### src/verilog/tcd_pkg.sv
// tcd_pkg: register map, field positions, timing constants and types of the tap detector
package tcd_pkg;

  // register offsets as printed
  localparam logic [7:0] ADDR_IRQ_ROUTE     = 8'h22;
  localparam logic [7:0] ADDR_TAP_CONFIG    = 8'h38;
  localparam logic [7:0] ADDR_TAP_SOURCE    = 8'h39;
  localparam logic [7:0] ADDR_THRESHOLD_XY  = 8'h3B;
  localparam logic [7:0] ADDR_THRESHOLD_Z   = 8'h3C;
  localparam logic [7:0] ADDR_MAX_DURATION  = 8'h3D;
  localparam logic [7:0] ADDR_LATENCY       = 8'h3E;
  localparam logic [7:0] ADDR_WINDOW        = 8'h3F;

  // values after reset
  localparam logic [7:0] RST_IRQ_ROUTE      = 8'h00;
  localparam logic [7:0] RST_TAP_CONFIG     = 8'h00;
  localparam logic [6:0] RST_TAP_SOURCE     = 7'h00;
  localparam logic [7:0] RST_THRESHOLD_XY   = 8'h00;
  localparam logic [3:0] RST_THRESHOLD_Z    = 4'h0;
  localparam logic [7:0] RST_MAX_DURATION   = 8'h00;
  localparam logic [7:0] RST_LATENCY        = 8'h00;
  localparam logic [7:0] RST_WINDOW         = 8'h00;

  // field positions
  localparam int         CFG_LATCH_BIT      = 6;
  localparam logic [7:0] CFG_WRITE_MASK     = 8'h7F;
  localparam int         SRC_ACTIVE_BIT     = 6;
  localparam int         ROUTE_POLARITY_BIT = 7;
  localparam int         ROUTE_OPEN_DRAIN   = 6;
  localparam int         ROUTE_B_LSB        = 3;
  localparam int         ROUTE_A_LSB        = 0;
  localparam logic [2:0] ROUTE_SEL_TAP      = 3'h7;
  localparam int         THR_X_LSB          = 0;
  localparam int         THR_Y_LSB          = 4;

  // time base: one tick every 0.5 ms
  localparam int         CLK_PERIOD_PS      = 5000;
  localparam int         TICK_PERIOD_PS     = 500000000;
  localparam int         TICK_CYCLES_DEF    = TICK_PERIOD_PS / CLK_PERIOD_PS;
  localparam int         TICKS_PER_MS       = 2;
  localparam int         CNT_W              = 10;

  // per-axis tap settings
  typedef struct packed {
    logic [3:0] threshold;
    logic [7:0] max_duration;
    logic [7:0] latency;
    logic [7:0] window;
    logic       en_single;
    logic       en_double;
  } tcd_axis_cfg_s;

  // per-axis recognised events, one-cycle pulses
  typedef struct packed {
    logic dbl;
    logic single;
  } tcd_axis_evt_s;

  typedef enum {
    ax_idle,
    ax_first,
    ax_latency,
    ax_window,
    ax_second,
    ax_wait_low
  } tcd_axis_state_e;

endpackage

### src/verilog/tcd_axis.sv
// tcd_axis: single and double tap recognition for one axis
module tcd_axis
  import tcd_pkg::*;
#(
  parameter int ACC_W = 8
) (
  input  wire logic             clk,
  input  wire logic             reset,
  input  wire logic             tick,
  input  wire tcd_axis_cfg_s    cfg,
  input  wire logic [ACC_W-1:0] acc_mag,
  output tcd_axis_evt_s         evt_r
);

  tcd_axis_state_e  state_r, state_nxt;
  logic [CNT_W-1:0] cnt_r, cnt_nxt;
  tcd_axis_evt_s    evt_nxt;
  logic [ACC_W-1:0] thr_level;
  logic             above;
  logic [CNT_W-1:0] dur_ticks;
  logic [CNT_W-1:0] lat_ticks;
  logic [CNT_W-1:0] win_ticks;
  logic [CNT_W-1:0] cnt_inc;

  // threshold in 0.5 g steps sits in the top four bits of the magnitude
  assign thr_level = {cfg.threshold, {(ACC_W-4){1'b0}}};
  assign above     = acc_mag > thr_level;
  assign dur_ticks = CNT_W'(cfg.max_duration);
  assign lat_ticks = CNT_W'(cfg.latency) * CNT_W'(TICKS_PER_MS);
  assign win_ticks = CNT_W'(cfg.window) * CNT_W'(TICKS_PER_MS);
  assign cnt_inc   = (tick && cnt_r != {CNT_W{1'b1}}) ? cnt_r + 1'b1 : cnt_r;

  // recognition sequence, timed by the 0.5 ms tick only
  always_comb begin
    state_nxt = state_r;
    cnt_nxt   = cnt_inc;
    evt_nxt   = '0;
    unique case (state_r)
      ax_idle: begin
        cnt_nxt = '0;
        if ((cfg.en_single || cfg.en_double) && above) begin
          state_nxt = ax_first;
        end
      end
      ax_first: begin
        if (!above && cnt_r < dur_ticks) begin
          evt_nxt.single = cfg.en_single;
          state_nxt      = cfg.en_double ? ax_latency : ax_idle;
          cnt_nxt        = '0;
        end else if (!above) begin
          state_nxt = ax_idle;
        end else if (cnt_r >= dur_ticks) begin
          state_nxt = ax_wait_low;                             // late fall gives nothing
        end
      end
      ax_latency: begin
        if (cnt_r >= lat_ticks) begin
          state_nxt = above ? ax_second : ax_window;
          cnt_nxt   = '0;
        end
      end
      ax_window: begin
        if (above) begin
          state_nxt = ax_second;
          cnt_nxt   = '0;
        end else if (cnt_r >= win_ticks) begin
          state_nxt = ax_idle;
        end
      end
      ax_second: begin
        if (!above && cnt_r < dur_ticks) begin
          evt_nxt.dbl = 1'b1;
          state_nxt   = ax_idle;
        end else if (!above) begin
          state_nxt = ax_idle;
        end else if (cnt_r >= dur_ticks) begin
          state_nxt = ax_wait_low;
        end
      end
      ax_wait_low: begin
        if (!above) begin
          state_nxt = ax_idle;
        end
      end
    endcase
    if (!(cfg.en_single || cfg.en_double)) begin
      state_nxt = ax_idle;
      evt_nxt   = '0;
    end
  end

  // state registers
  always_ff @(posedge clk) begin
    if (reset) begin
      state_r <= ax_idle;
      cnt_r   <= '0;
      evt_r   <= '0;
    end else begin
      state_r <= state_nxt;
      cnt_r   <= cnt_nxt;
      evt_r   <= evt_nxt;
    end
  end

endmodule

### src/verilog/tcd_tap_detector.sv
// tcd_tap_detector: three-axis tap detector with registers and two interrupt pins
//
// Operation
// - single tap: rise then fall within duration
// - unlatched interrupt held latency interval, minus up to one tick
// - latched interrupt held until source read
// - double tap needs second tap after first
// - second-tap detection suppressed during latency
// - second tap starts only inside window
// - second tap uses same duration criterion
// - tap interrupt routed to pin a/b
// - timing independent of output data rate
// - config: six enables plus latch bit, zero reset
// - per-axis enables select single, double, either
// - 4-bit threshold per axis, 0.5 g steps
// - 8-bit max duration in 0.5 ms steps
// - 8-bit latency in 1 ms steps
// - 8-bit window in 1 ms steps
module tcd_tap_detector
  import tcd_pkg::*;
#(
  parameter int ACC_W       = 8,
  parameter int TICK_CYCLES = TICK_CYCLES_DEF
) (
  input  wire logic                  clk,
  input  wire logic                  reset,
  input  wire logic [2:0][ACC_W-1:0] acc_mag,
  input  wire logic [7:0]            reg_addr,
  input  wire logic                  reg_wr_en,
  input  wire logic [7:0]            reg_wdata,
  input  wire logic                  reg_rd_en,
  output logic [7:0]                 reg_rdata_r,
  output logic                       irq_pin_a_r,
  output logic                       irq_pin_a_oe_r,
  output logic                       irq_pin_b_r,
  output logic                       irq_pin_b_oe_r
);

  // configuration registers
  logic [7:0]       route_r, route_nxt;
  logic [7:0]       tap_detect_config_r, tap_detect_config_nxt;
  logic [7:0]       tap_threshold_xy_r, tap_threshold_xy_nxt;
  logic [3:0]       tap_threshold_z_r, tap_threshold_z_nxt;
  logic [7:0]       tap_max_duration_r, tap_max_duration_nxt;
  logic [7:0]       tap_latency_r, tap_latency_nxt;
  logic [7:0]       tap_window_r, tap_window_nxt;
  logic [7:0]       rdata_nxt;

  // time base
  logic [31:0]      tick_cnt_r, tick_cnt_nxt;
  logic             tick_r, tick_nxt;

  // status and interrupt state
  logic [6:0]       tap_source_reg_r, tap_source_reg_nxt;
  logic             hold_r, hold_nxt;
  logic [CNT_W-1:0] hold_cnt_r, hold_cnt_nxt;
  logic             pin_a_nxt, pin_a_oe_nxt;
  logic             pin_b_nxt, pin_b_oe_nxt;

  // per-axis wiring
  tcd_axis_cfg_s    axis_cfg [3];
  tcd_axis_evt_s    axis_evt [3];
  logic [5:0]       evt_bits;
  logic             any_evt;
  logic             latch_request_bit;
  logic             src_read;
  logic             wr_hit;
  logic             irq_level;
  logic [CNT_W-1:0] lat_ticks;

  assign latch_request_bit = tap_detect_config_r[CFG_LATCH_BIT];
  assign src_read          = reg_rd_en && reg_addr == ADDR_TAP_SOURCE;
  assign wr_hit            = reg_wr_en;
  assign lat_ticks         = CNT_W'(tap_latency_r) * CNT_W'(TICKS_PER_MS);

  // one detector per axis, each with its own threshold and enables
  genvar g;
  generate
    for (g = 0; g < 3; g++) begin : g_axis
      always_comb begin
        axis_cfg[g].threshold    = (g == 2) ? tap_threshold_z_r :
                                   tap_threshold_xy_r[g*4 +: 4];
        axis_cfg[g].max_duration = tap_max_duration_r;
        axis_cfg[g].latency      = tap_latency_r;
        axis_cfg[g].window       = tap_window_r;
        axis_cfg[g].en_single    = tap_detect_config_r[2*g];
        axis_cfg[g].en_double    = tap_detect_config_r[2*g+1];
      end
      tcd_axis #(
        .ACC_W (ACC_W)
      ) u_axis (
        .clk     (clk),
        .reset   (reset),
        .tick    (tick_r),
        .cfg     (axis_cfg[g]),
        .acc_mag (acc_mag[g]),
        .evt_r   (axis_evt[g])
      );
      assign evt_bits[2*g]   = axis_evt[g].single;
      assign evt_bits[2*g+1] = axis_evt[g].dbl;
    end
  endgenerate

  assign any_evt = |evt_bits;

  // fixed 0.5 ms tick, free of any sample rate
  always_comb begin
    tick_cnt_nxt = tick_cnt_r + 32'h1;
    tick_nxt     = 1'b0;
    if (tick_cnt_r >= 32'(TICK_CYCLES - 1)) begin
      tick_cnt_nxt = '0;
      tick_nxt     = 1'b1;
    end
  end

  always_ff @(posedge clk) begin
    if (reset) begin
      tick_cnt_r <= '0;
      tick_r     <= 1'b0;
    end else begin
      tick_cnt_r <= tick_cnt_nxt;
      tick_r     <= tick_nxt;
    end
  end

  // register writes and registered read data
  always_comb begin
    route_nxt             = route_r;
    tap_detect_config_nxt = tap_detect_config_r;
    tap_threshold_xy_nxt  = tap_threshold_xy_r;
    tap_threshold_z_nxt   = tap_threshold_z_r;
    tap_max_duration_nxt  = tap_max_duration_r;
    tap_latency_nxt       = tap_latency_r;
    tap_window_nxt        = tap_window_r;
    rdata_nxt             = reg_rdata_r;
    if (wr_hit) begin
      unique case (reg_addr)
        ADDR_IRQ_ROUTE:    route_nxt             = reg_wdata;
        ADDR_TAP_CONFIG:   tap_detect_config_nxt = reg_wdata & CFG_WRITE_MASK;
        ADDR_THRESHOLD_XY: tap_threshold_xy_nxt  = reg_wdata;
        ADDR_THRESHOLD_Z:  tap_threshold_z_nxt   = reg_wdata[3:0];
        ADDR_MAX_DURATION: tap_max_duration_nxt  = reg_wdata;
        ADDR_LATENCY:      tap_latency_nxt       = reg_wdata;
        ADDR_WINDOW:       tap_window_nxt        = reg_wdata;
        default:           ;                     // source and unmapped ignore writes
      endcase
    end
    if (reg_rd_en) begin
      unique case (reg_addr)
        ADDR_IRQ_ROUTE:    rdata_nxt = route_r;
        ADDR_TAP_CONFIG:   rdata_nxt = tap_detect_config_r;
        ADDR_TAP_SOURCE:   rdata_nxt = {1'b0, tap_source_reg_r};
        ADDR_THRESHOLD_XY: rdata_nxt = tap_threshold_xy_r;
        ADDR_THRESHOLD_Z:  rdata_nxt = {4'h0, tap_threshold_z_r};
        ADDR_MAX_DURATION: rdata_nxt = tap_max_duration_r;
        ADDR_LATENCY:      rdata_nxt = tap_latency_r;
        ADDR_WINDOW:       rdata_nxt = tap_window_r;
        default:           rdata_nxt = 8'h00;
      endcase
    end
  end

  always_ff @(posedge clk) begin
    if (reset) begin
      route_r             <= RST_IRQ_ROUTE;
      tap_detect_config_r <= RST_TAP_CONFIG;
      tap_threshold_xy_r  <= RST_THRESHOLD_XY;
      tap_threshold_z_r   <= RST_THRESHOLD_Z;
      tap_max_duration_r  <= RST_MAX_DURATION;
      tap_latency_r       <= RST_LATENCY;
      tap_window_r        <= RST_WINDOW;
      reg_rdata_r         <= 8'h00;
    end else begin
      route_r             <= route_nxt;
      tap_detect_config_r <= tap_detect_config_nxt;
      tap_threshold_xy_r  <= tap_threshold_xy_nxt;
      tap_threshold_z_r   <= tap_threshold_z_nxt;
      tap_max_duration_r  <= tap_max_duration_nxt;
      tap_latency_r       <= tap_latency_nxt;
      tap_window_r        <= tap_window_nxt;
      reg_rdata_r         <= rdata_nxt;
    end
  end

  // source flags and hold timer; new events win over a clearing read
  always_comb begin
    tap_source_reg_nxt = tap_source_reg_r;
    hold_nxt           = hold_r;
    hold_cnt_nxt       = hold_cnt_r;
    if (src_read) begin
      tap_source_reg_nxt = '0;
    end
    if (hold_r) begin
      if (hold_cnt_r == '0) begin
        hold_nxt = 1'b0;
        if (!latch_request_bit) begin
          tap_source_reg_nxt = '0;
        end
      end else if (tick_r) begin
        hold_cnt_nxt = hold_cnt_r - 1'b1;
      end
    end
    if (any_evt) begin
      hold_nxt     = 1'b1;
      hold_cnt_nxt = lat_ticks;
      tap_source_reg_nxt[5:0] = (src_read ? 6'h00 : tap_source_reg_r[5:0]) | evt_bits;
    end
    tap_source_reg_nxt[SRC_ACTIVE_BIT] = |tap_source_reg_nxt[5:0];
  end

  always_ff @(posedge clk) begin
    if (reset) begin
      tap_source_reg_r <= RST_TAP_SOURCE;
      hold_r           <= 1'b0;
      hold_cnt_r       <= '0;
    end else begin
      tap_source_reg_r <= tap_source_reg_nxt;
      hold_r           <= hold_nxt;
      hold_cnt_r       <= hold_cnt_nxt;
    end
  end

  // latched: flag stays until read; unlatched: the hold timer
  assign irq_level = latch_request_bit ? tap_source_reg_r[SRC_ACTIVE_BIT]
                                       : hold_r;

  // pin drivers: route select, polarity and push-pull or open drain
  always_comb begin
    logic act_a;
    logic act_b;
    logic lvl_a;
    logic lvl_b;
    act_a = irq_level && route_r[ROUTE_A_LSB +: 3] == ROUTE_SEL_TAP;
    act_b = irq_level && route_r[ROUTE_B_LSB +: 3] == ROUTE_SEL_TAP;
    lvl_a = act_a ^ route_r[ROUTE_POLARITY_BIT];
    lvl_b = act_b ^ route_r[ROUTE_POLARITY_BIT];
    if (route_r[ROUTE_OPEN_DRAIN]) begin
      pin_a_nxt    = 1'b0;
      pin_a_oe_nxt = !lvl_a;                                            // release for high
      pin_b_nxt    = 1'b0;
      pin_b_oe_nxt = !lvl_b;
    end else begin
      pin_a_nxt    = lvl_a;
      pin_a_oe_nxt = 1'b1;
      pin_b_nxt    = lvl_b;
      pin_b_oe_nxt = 1'b1;
    end
  end

  always_ff @(posedge clk) begin
    if (reset) begin
      irq_pin_a_r    <= 1'b0;
      irq_pin_a_oe_r <= 1'b1;
      irq_pin_b_r    <= 1'b0;
      irq_pin_b_oe_r <= 1'b1;
    end else begin
      irq_pin_a_r    <= pin_a_nxt;
      irq_pin_a_oe_r <= pin_a_oe_nxt;
      irq_pin_b_r    <= pin_b_nxt;
      irq_pin_b_oe_r <= pin_b_oe_nxt;
    end
  end

endmodule

### config.mk
export PLATFORM = sky130hd
export DESIGN_NAME = tcd_tap_detector
export DESIGN_NICKNAME = d
export VERILOG_FILES = /design/src/verilog/tcd_pkg.sv /design/src/verilog/tcd_axis.sv /design/src/verilog/tcd_tap_detector.sv
export SDC_FILE = /design/constraint.sdc
export NUM_CORES = 1
export LEC_CHECK = 0
export BUFFER_PORTS_ARGS = -buffer_cell sky130_fd_sc_hd__buf_4
export CELL_PAD_IN_SITES_DETAIL_PLACEMENT = 1
export CELL_PAD_IN_SITES_GLOBAL_PLACEMENT = 2
export CORE_UTILIZATION = 42
export CTS_CLUSTER_SIZE = 28
export DETAILED_ROUTE_END_ITERATION = 8
export HOLD_SLACK_MARGIN = 0.06
export PLACE_DENSITY_LB_ADDON = 0.05
export RECOVER_POWER = 100
export SLEW_MARGIN = 20
export SYNTH_ARGS = -nofsm -noshare
export SYNTH_HDL_FRONTEND = slang
export SYNTH_SLANG_ARGS = --single-unit
### constraint.sdc
create_clock -name clk -period 6.9 [get_ports clk]
set_input_delay 0.345 -clock clk [delete_from_list [all_inputs] [get_ports clk]]
set_output_delay 0.345 -clock clk [all_outputs]
set_load 0.01 [all_outputs]
### Word-level counts from Yosys, hierarchy flattened

Cells that the tools add are included.

* $add $sub $neg: 5
* magnitude comparators: 16
* eq/ne operators: 41
* mux-type cells: 70
* bitwise gates (word level): 17
* reduce and logical (&&, ||, !) cells: 53

Operators by type and width (number)
* 32-bit two-way mux: 27
* 32-bit case mux with 6 select lines: 3
* 32-bit by 2-bit == test with 1-bit output (second input constant): 6
* 32-bit by 3-bit == test with 1-bit output (second input constant): 6
* 10-bit two-way mux: 12
* 10-bit case mux with 4 select lines: 3
* 32-bit by 1-bit == test with 1-bit output (second input constant): 3
* 32-bit logical NOT: 3
* 8-bit by 6-bit == test with 1-bit output (second input constant): 8
* 8-bit case mux with 8 select lines: 1
* 10-bit by 9-bit greater-or-equal comparator with 1-bit output: 6
* 6-bit two-way mux: 6
* 9-bit two-way mux: 4
* 32-bit by 1-bit adder with 32-bit output (second input constant): 1
* 32-bit by 17-bit greater-or-equal comparator with 1-bit output (second input constant): 1
* 10-bit by 1-bit adder with 10-bit output (second input constant): 3
* 10-bit by 8-bit greater-or-equal comparator with 1-bit output: 3
* 10-bit by 8-bit < comparator with 1-bit output: 3
* 10-bit != test (second input constant): 3
* 8-bit greater-than comparator: 3
* 1-bit NOT: 14
* 2-bit AND reduction: 7
* 1-bit logical AND: 12
* 2-bit by 1-bit != test with 1-bit output (second input constant): 6
* 20 further kinds: 58

* register bits after elaboration: 246
* input port bits: 44
* output and inout port bits: 12

### Depth between registers and ports, before layout

* word-level depth: 8
* gate-level depth with buffers: 10

### Modules after synthesis

From an unflattened synthesis, not the netlist that was laid out.

* cells, all modules: 1205
* area total of the unflattened synthesis: 11553.6 um^2

Modules (own cells, without submodules)
* tcd_tap_detector: times used 1, cells an instance 489, area each 4829.6 um^2
* tcd_axis (g_axis[1].u_axis ...): times used 2, cells an instance 237, area each 2195.9 um^2
* tcd_axis (g_axis[0].u_axis): times used 1, cells an instance 242, area each 2332.2 um^2

### Least setup slack after synthesis

No wires, ideal clock.

* path type: register -> register
* start point: register tap_latency_r[1]
* end point: register g_axis[1].u_axis.cnt_r[2]
* setup time: 0.062 ns
* data arrival time: 2.130 ns
* path slack: 4.708 ns
* stages on the path, launching flop included: 11
* buffers on the path: 1
* clock period less this slack: 2.192 ns
* cell sequence: dfxtp_1 inv_1 ha_1 o21ai_0 a31oi_1 a2111oi_1 o31ai_1 or3_1 a41o_1 buf_6 nor2_2

* longest elaborated chain between the ends: 3

Ends and longest elaborated chain
* start, declared: line tcd_tap_detector.sv:45 `logic [7:0] tap_latency_r, tap_latency_nxt;`
* start signal, assigned: line tcd_tap_detector.sv:179 `tap_latency_r <= tap_latency_nxt;`
* 10-bit by 9-bit greater-or-equal comparator with 1-bit output: line tcd_axis.sv:57 `if (cnt_r >= lat_ticks) begin`
* 10-bit two-way mux: line tcd_axis.sv:57
* 10-bit case mux with 4 select lines: line tcd_axis.sv:38 `unique case (state_r)`
* end signal, assigned: line tcd_axis.sv:100 `cnt_r <= cnt_nxt;`
* end, declared: line tcd_axis.sv:16 `logic [CNT_W-1:0] cnt_r, cnt_nxt;`

Every way passes these cells.
A chain may end at the register's enable or synchronous reset.

### Final worst setup path

* start point: register tap_latency_r[1]
* end point: register g_axis[1].u_axis.cnt_r[3]

Same word-level chain as after synthesis.

==> qor.txt <==
DPL Wire Length - 21400 um
area delta synth->final - 18.1%
max-slew violations - 0
final hold vios - 0
Root Driver - clkbuf_16
Post-Synth Simple-Gate Area - 22.0%
non-filler cells, final - 1695
vias per cell - 5.32
Synth Area in Adders - 10.3%
Finish-stage setup viols - 0
worst-skew pair later-pin latency - 550 ps
post-cts sizing count - 0
port bufs - 55
share of cells above drive strength 1 - 8.42%
initial antenna violation count - 0
TritonCTS buffer count - 28
Syn Area/Cell - 9.09 um^2
fill cell count - 3025
Worst EP required - 7380 ps
RSZ-0062 raised after global routing - false
die area - 26400 um^2
number of synthesized flops with an enable pin - 0
register area share after synthesis - 45.5%
first-pass GRT wire length - 47600 um
Fin Setup TNS - 0 ps
WP data arrival - 3350 ps
GPL Wtd Cong - 0.833
met3 Usage GRT - 2.98%
startpoint types - flip-flop
Post-CTS Hold Buffers - 0
DR WL/cell - 17.3 um
GRT Overall Usage - 22.8%
Synth Area in Compound Gates - 14.2%
GRT busiest layer - met2
Setup Crit Path Kind - reg -> reg
main combinational cell family by area after synthesis - simple AND/OR/NAND/NOR gates
Period minus WS final - 2870 ps
Syn Inst Count - 1190
synthesized area - 10800 um^2
detailed-route DRC error count - 0
status - complete, no violations
Placed Cells - 1643
Fmax achieved - 0.348 GHz
Worst-Margin Slew - 1090 ps
starting density of the core - 42.9%
Critical Path Max Stage Delay - 550 ps
P_leak - 5.00 nW
CP Buf/Inv Count - 1
clk slew on worst S/H paths - 60 ps
number of distinct library cells after synthesis - 76
Critical-path top delay cell - a2111oi_0
met2 Use GR - 37.9%
die height - 163 um
Fin Clk Skew - 13.6 ps
diode count - 0
ANT nets after route - 0
FF/Latch Area - 4920 um^2
worst hold path class - in -> reg
overflow left after global routing - 0
DR vias - 9013
TritonCTS clock tree - done
Final #Nets - 1476
routing usage on met1 - 30.4%
Synth async-reset ratio - 0%
Max clock buf depth - 3
Max Fanout on Critical Path - 10
I/O pin cnt - 56
Die X - 163 um
clock sinks - 246
largest net degree at the start of global routing - 64
CP endpoint kind - flip-flop
Synth Register Bits - 246
# Post-CTS Setup Buffers - 0
Yosys Warn Count - 0
prevailing post-synth register cell - dfxtp_1
htree depth - 1
multiplexer share of the synthesized area - 0.185%
Core Rows - 58
Core Area - 25300 um^2
kind of cell adding the most delay to the critical path - compound AO/OA/AOI/OAI gates
area of the multi-input gates - 5870 um^2
final wirelength - 29400 um
Peak VDD IR - 201 uV
XOR/XNOR Fraction of Synth Area - 4.21%
max-cap violations - 0
vias in the first global route - 9106
Slew headroom - 27.0%
drt first pass iters - 4
DRT iter0 DRCs - 509
sequence of cells on the critical path - inv_1, ha_1, o21ai_0, a31oi_1, a2111oi_0, o31ai_1, or3_1, a41o_1, nor2_2
Final Cycle Share - 41.7%
pwr dens - 245 nW/um^2
-- worst register-to-register path, stage by stage (launching register included) --
cell and delay, ps:
dfxtp_1 440, inv_1 140, ha_1 300, o21ai_0 160, a31oi_1 60, a2111oi_0 550
o31ai_1 190, or3_1 330, a41o_1 450, nor2_2 190
-- placed cells by master (no fill, tap or decap), types with 6 or more instances in the layout --
| cell | count |
|---|---|
| and3_1 | 11 |
| dfxtp_1 | 246 |
| conb_1 | 102 |
| a21oi_1 | 99 |
| inv_1 | 58 |
| o211ai_1 | 8 |
| nor4_1 | 31 |
| xor2_1 | 24 |
| ha_1 | 89 |
| xnor2_1 | 28 |
| nor2_1 | 108 |
| nand3_1 | 99 |
| nand2_1 | 105 |
| clkinv_2 | 7 |
| nor2b_1 | 10 |
| o21ai_0 | 23 |
| or4_1 | 7 |
| nand2b_1 | 13 |
| a22oi_1 | 14 |
| a211oi_1 | 11 |
| nand4_1 | 17 |
| buf_4 | 42 |
| clkbuf_1 | 20 |
| a31oi_1 | 6 |
| clkbuf_16 | 28 |
| a21o_1 | 10 |
| a22o_1 | 13 |
| nor3_1 | 21 |
| nor2_2 | 10 |
-- Yosys cell counts, drive strengths merged, types with 3 or more instances --
| cell type | instances | area [um^2] |
|---|---|---|
| dfxtp | 246 | 4920 |
| o211ai | 8 | 60.1 |
| xor2 | 24 | 210 |
| a22o | 13 | 114 |
| xnor2 | 28 | 245 |
| a221oi | 5 | 43.8 |
| a2111oi | 4 | 36.3 |
| a21oi | 99 | 495 |
| nand2b | 13 | 81.3 |
| and4 | 5 | 43.8 |
| a22oi | 14 | 105 |
| nand3 | 99 | 495 |
| nand4b | 4 | 35.0 |
| nor4 | 34 | 255 |
| and3 | 11 | 68.8 |
| nor2b | 10 | 62.6 |
| ha | 89 | 1110 |
| o31ai | 3 | 22.5 |
| and2 | 5 | 31.3 |
| a222oi | 3 | 30.0 |
| a31oi | 6 | 37.5 |
| or4 | 8 | 67.6 |
| nor3 | 24 | 140 |
| buf | 15 | 81.3 |
| o21ai | 24 | 120 |
| inv | 59 | 221 |
| nand2 | 105 | 394 |
| a21o | 11 | 83.8 |
| a32o | 3 | 30.0 |
| a211o | 4 | 35.0 |
| nand4 | 17 | 106 |
| or3 | 4 | 25.0 |
| o21a | 5 | 37.5 |
| nor2 | 119 | 479 |
| a211oi | 11 | 82.6 |
| clkbuf | 20 | 75.1 |
-- through the flow --
| step | power (W) | worst slack [ps] | hold WS [ps] | utilization (%) | area (um^2) |
|---|---|---|---|---|---|
| after global routing | 0.00325 | 3900 | 96.3 | 50.6 | 12800 |
| after floorplan | 0.00157 | 4710 | 430 | - | 11200 |
| after global placement | 0.00162 | 4120 | 443 | 47.1 | 11900 |
| final | 0.00313 | 4030 | 109 | 50.6 | 12800 |
| after detailed placement | 0.00162 | 4120 | 457 | 47.1 | 11900 |
| after CTS | 0.00317 | 4090 | 84.9 | 50.9 | 12900 |
-- kinds of logic after synthesis --
| family | Yosys count |
|---|---|
| mux | 2 |
| buf+inv | 95 |
| flops | 246 |
| simple gates | 470 |
| xor+xnor | 52 |
| compound gates | 235 |
| other cells | 1 |
| fa+ha+maj | 89 |
-- layer usage --
layer	part of all wire (%)	wire length, um	up-vias
li1	-	-	4474
met1	47	13800	4352
met2	46	13600	135
met3	3.8	1130	52
met4	3.0	892	0
met5	0	0	-
-- where the power goes --
group | internal, W | total, W | switching (W)
combinational | 0.0000434 | 0.000114 | 0.0000706
sequential | 0.00146 | 0.00147 | 0.0000171
clock | 0.000951 | 0.00154 | 0.000590
total | 0.00245 | 0.00313 | 0.000678
-- area by class of cell --
class,instances,share of cell area (%)
clock buffer,38,6.17
clock inverter,14,1.48
inverter,59,1.73
multi-input combinational,950,45.9
sequential,246,38.5
tap,330,3.23
timing repair buffer,58,2.97
-- sequential cells by signal (all words and copies together), names as in the netlist, 4 cells and up --
signal,flops
tap_threshold_z_r,4
tap_source_reg_r,7
tap_detect_config_r,7
g_axis.u_axis.evt_r,6
tap_window_r,8
route_r,8
tap_threshold_xy_r,8
hold_cnt_r,10
g_axis.u_axis.state_r,96
tap_latency_r,8
tap_max_duration_r,8
g_axis.u_axis.cnt_r,30
tick_cnt_r,32
reg_rdata_r,8
-- path summary, 6_finish.rpt --
path / from / endpoint / slack [ps] / depth (start not counted)
setup reg to reg: tap_latency_r[1]$_SDFFE_PP0P_ / g_axis[1].u_axis.cnt_r[3]$_SDFF_PP0_ / 4030 / 9
hold / removal: reg_wdata[6] / route_r[6]$_SDFFE_PP0P_ / 110 / 3
hold reg to reg: tap_max_duration_r[7]$_SDFFE_PP0P_ / tap_max_duration_r[7]$_SDFFE_PP0P_ / 460 / 2
setup / recovery: tap_latency_r[1]$_SDFFE_PP0P_ / g_axis[1].u_axis.cnt_r[3]$_SDFF_PP0_ / 4030 / 9
(Power assumes the default switching activity.)
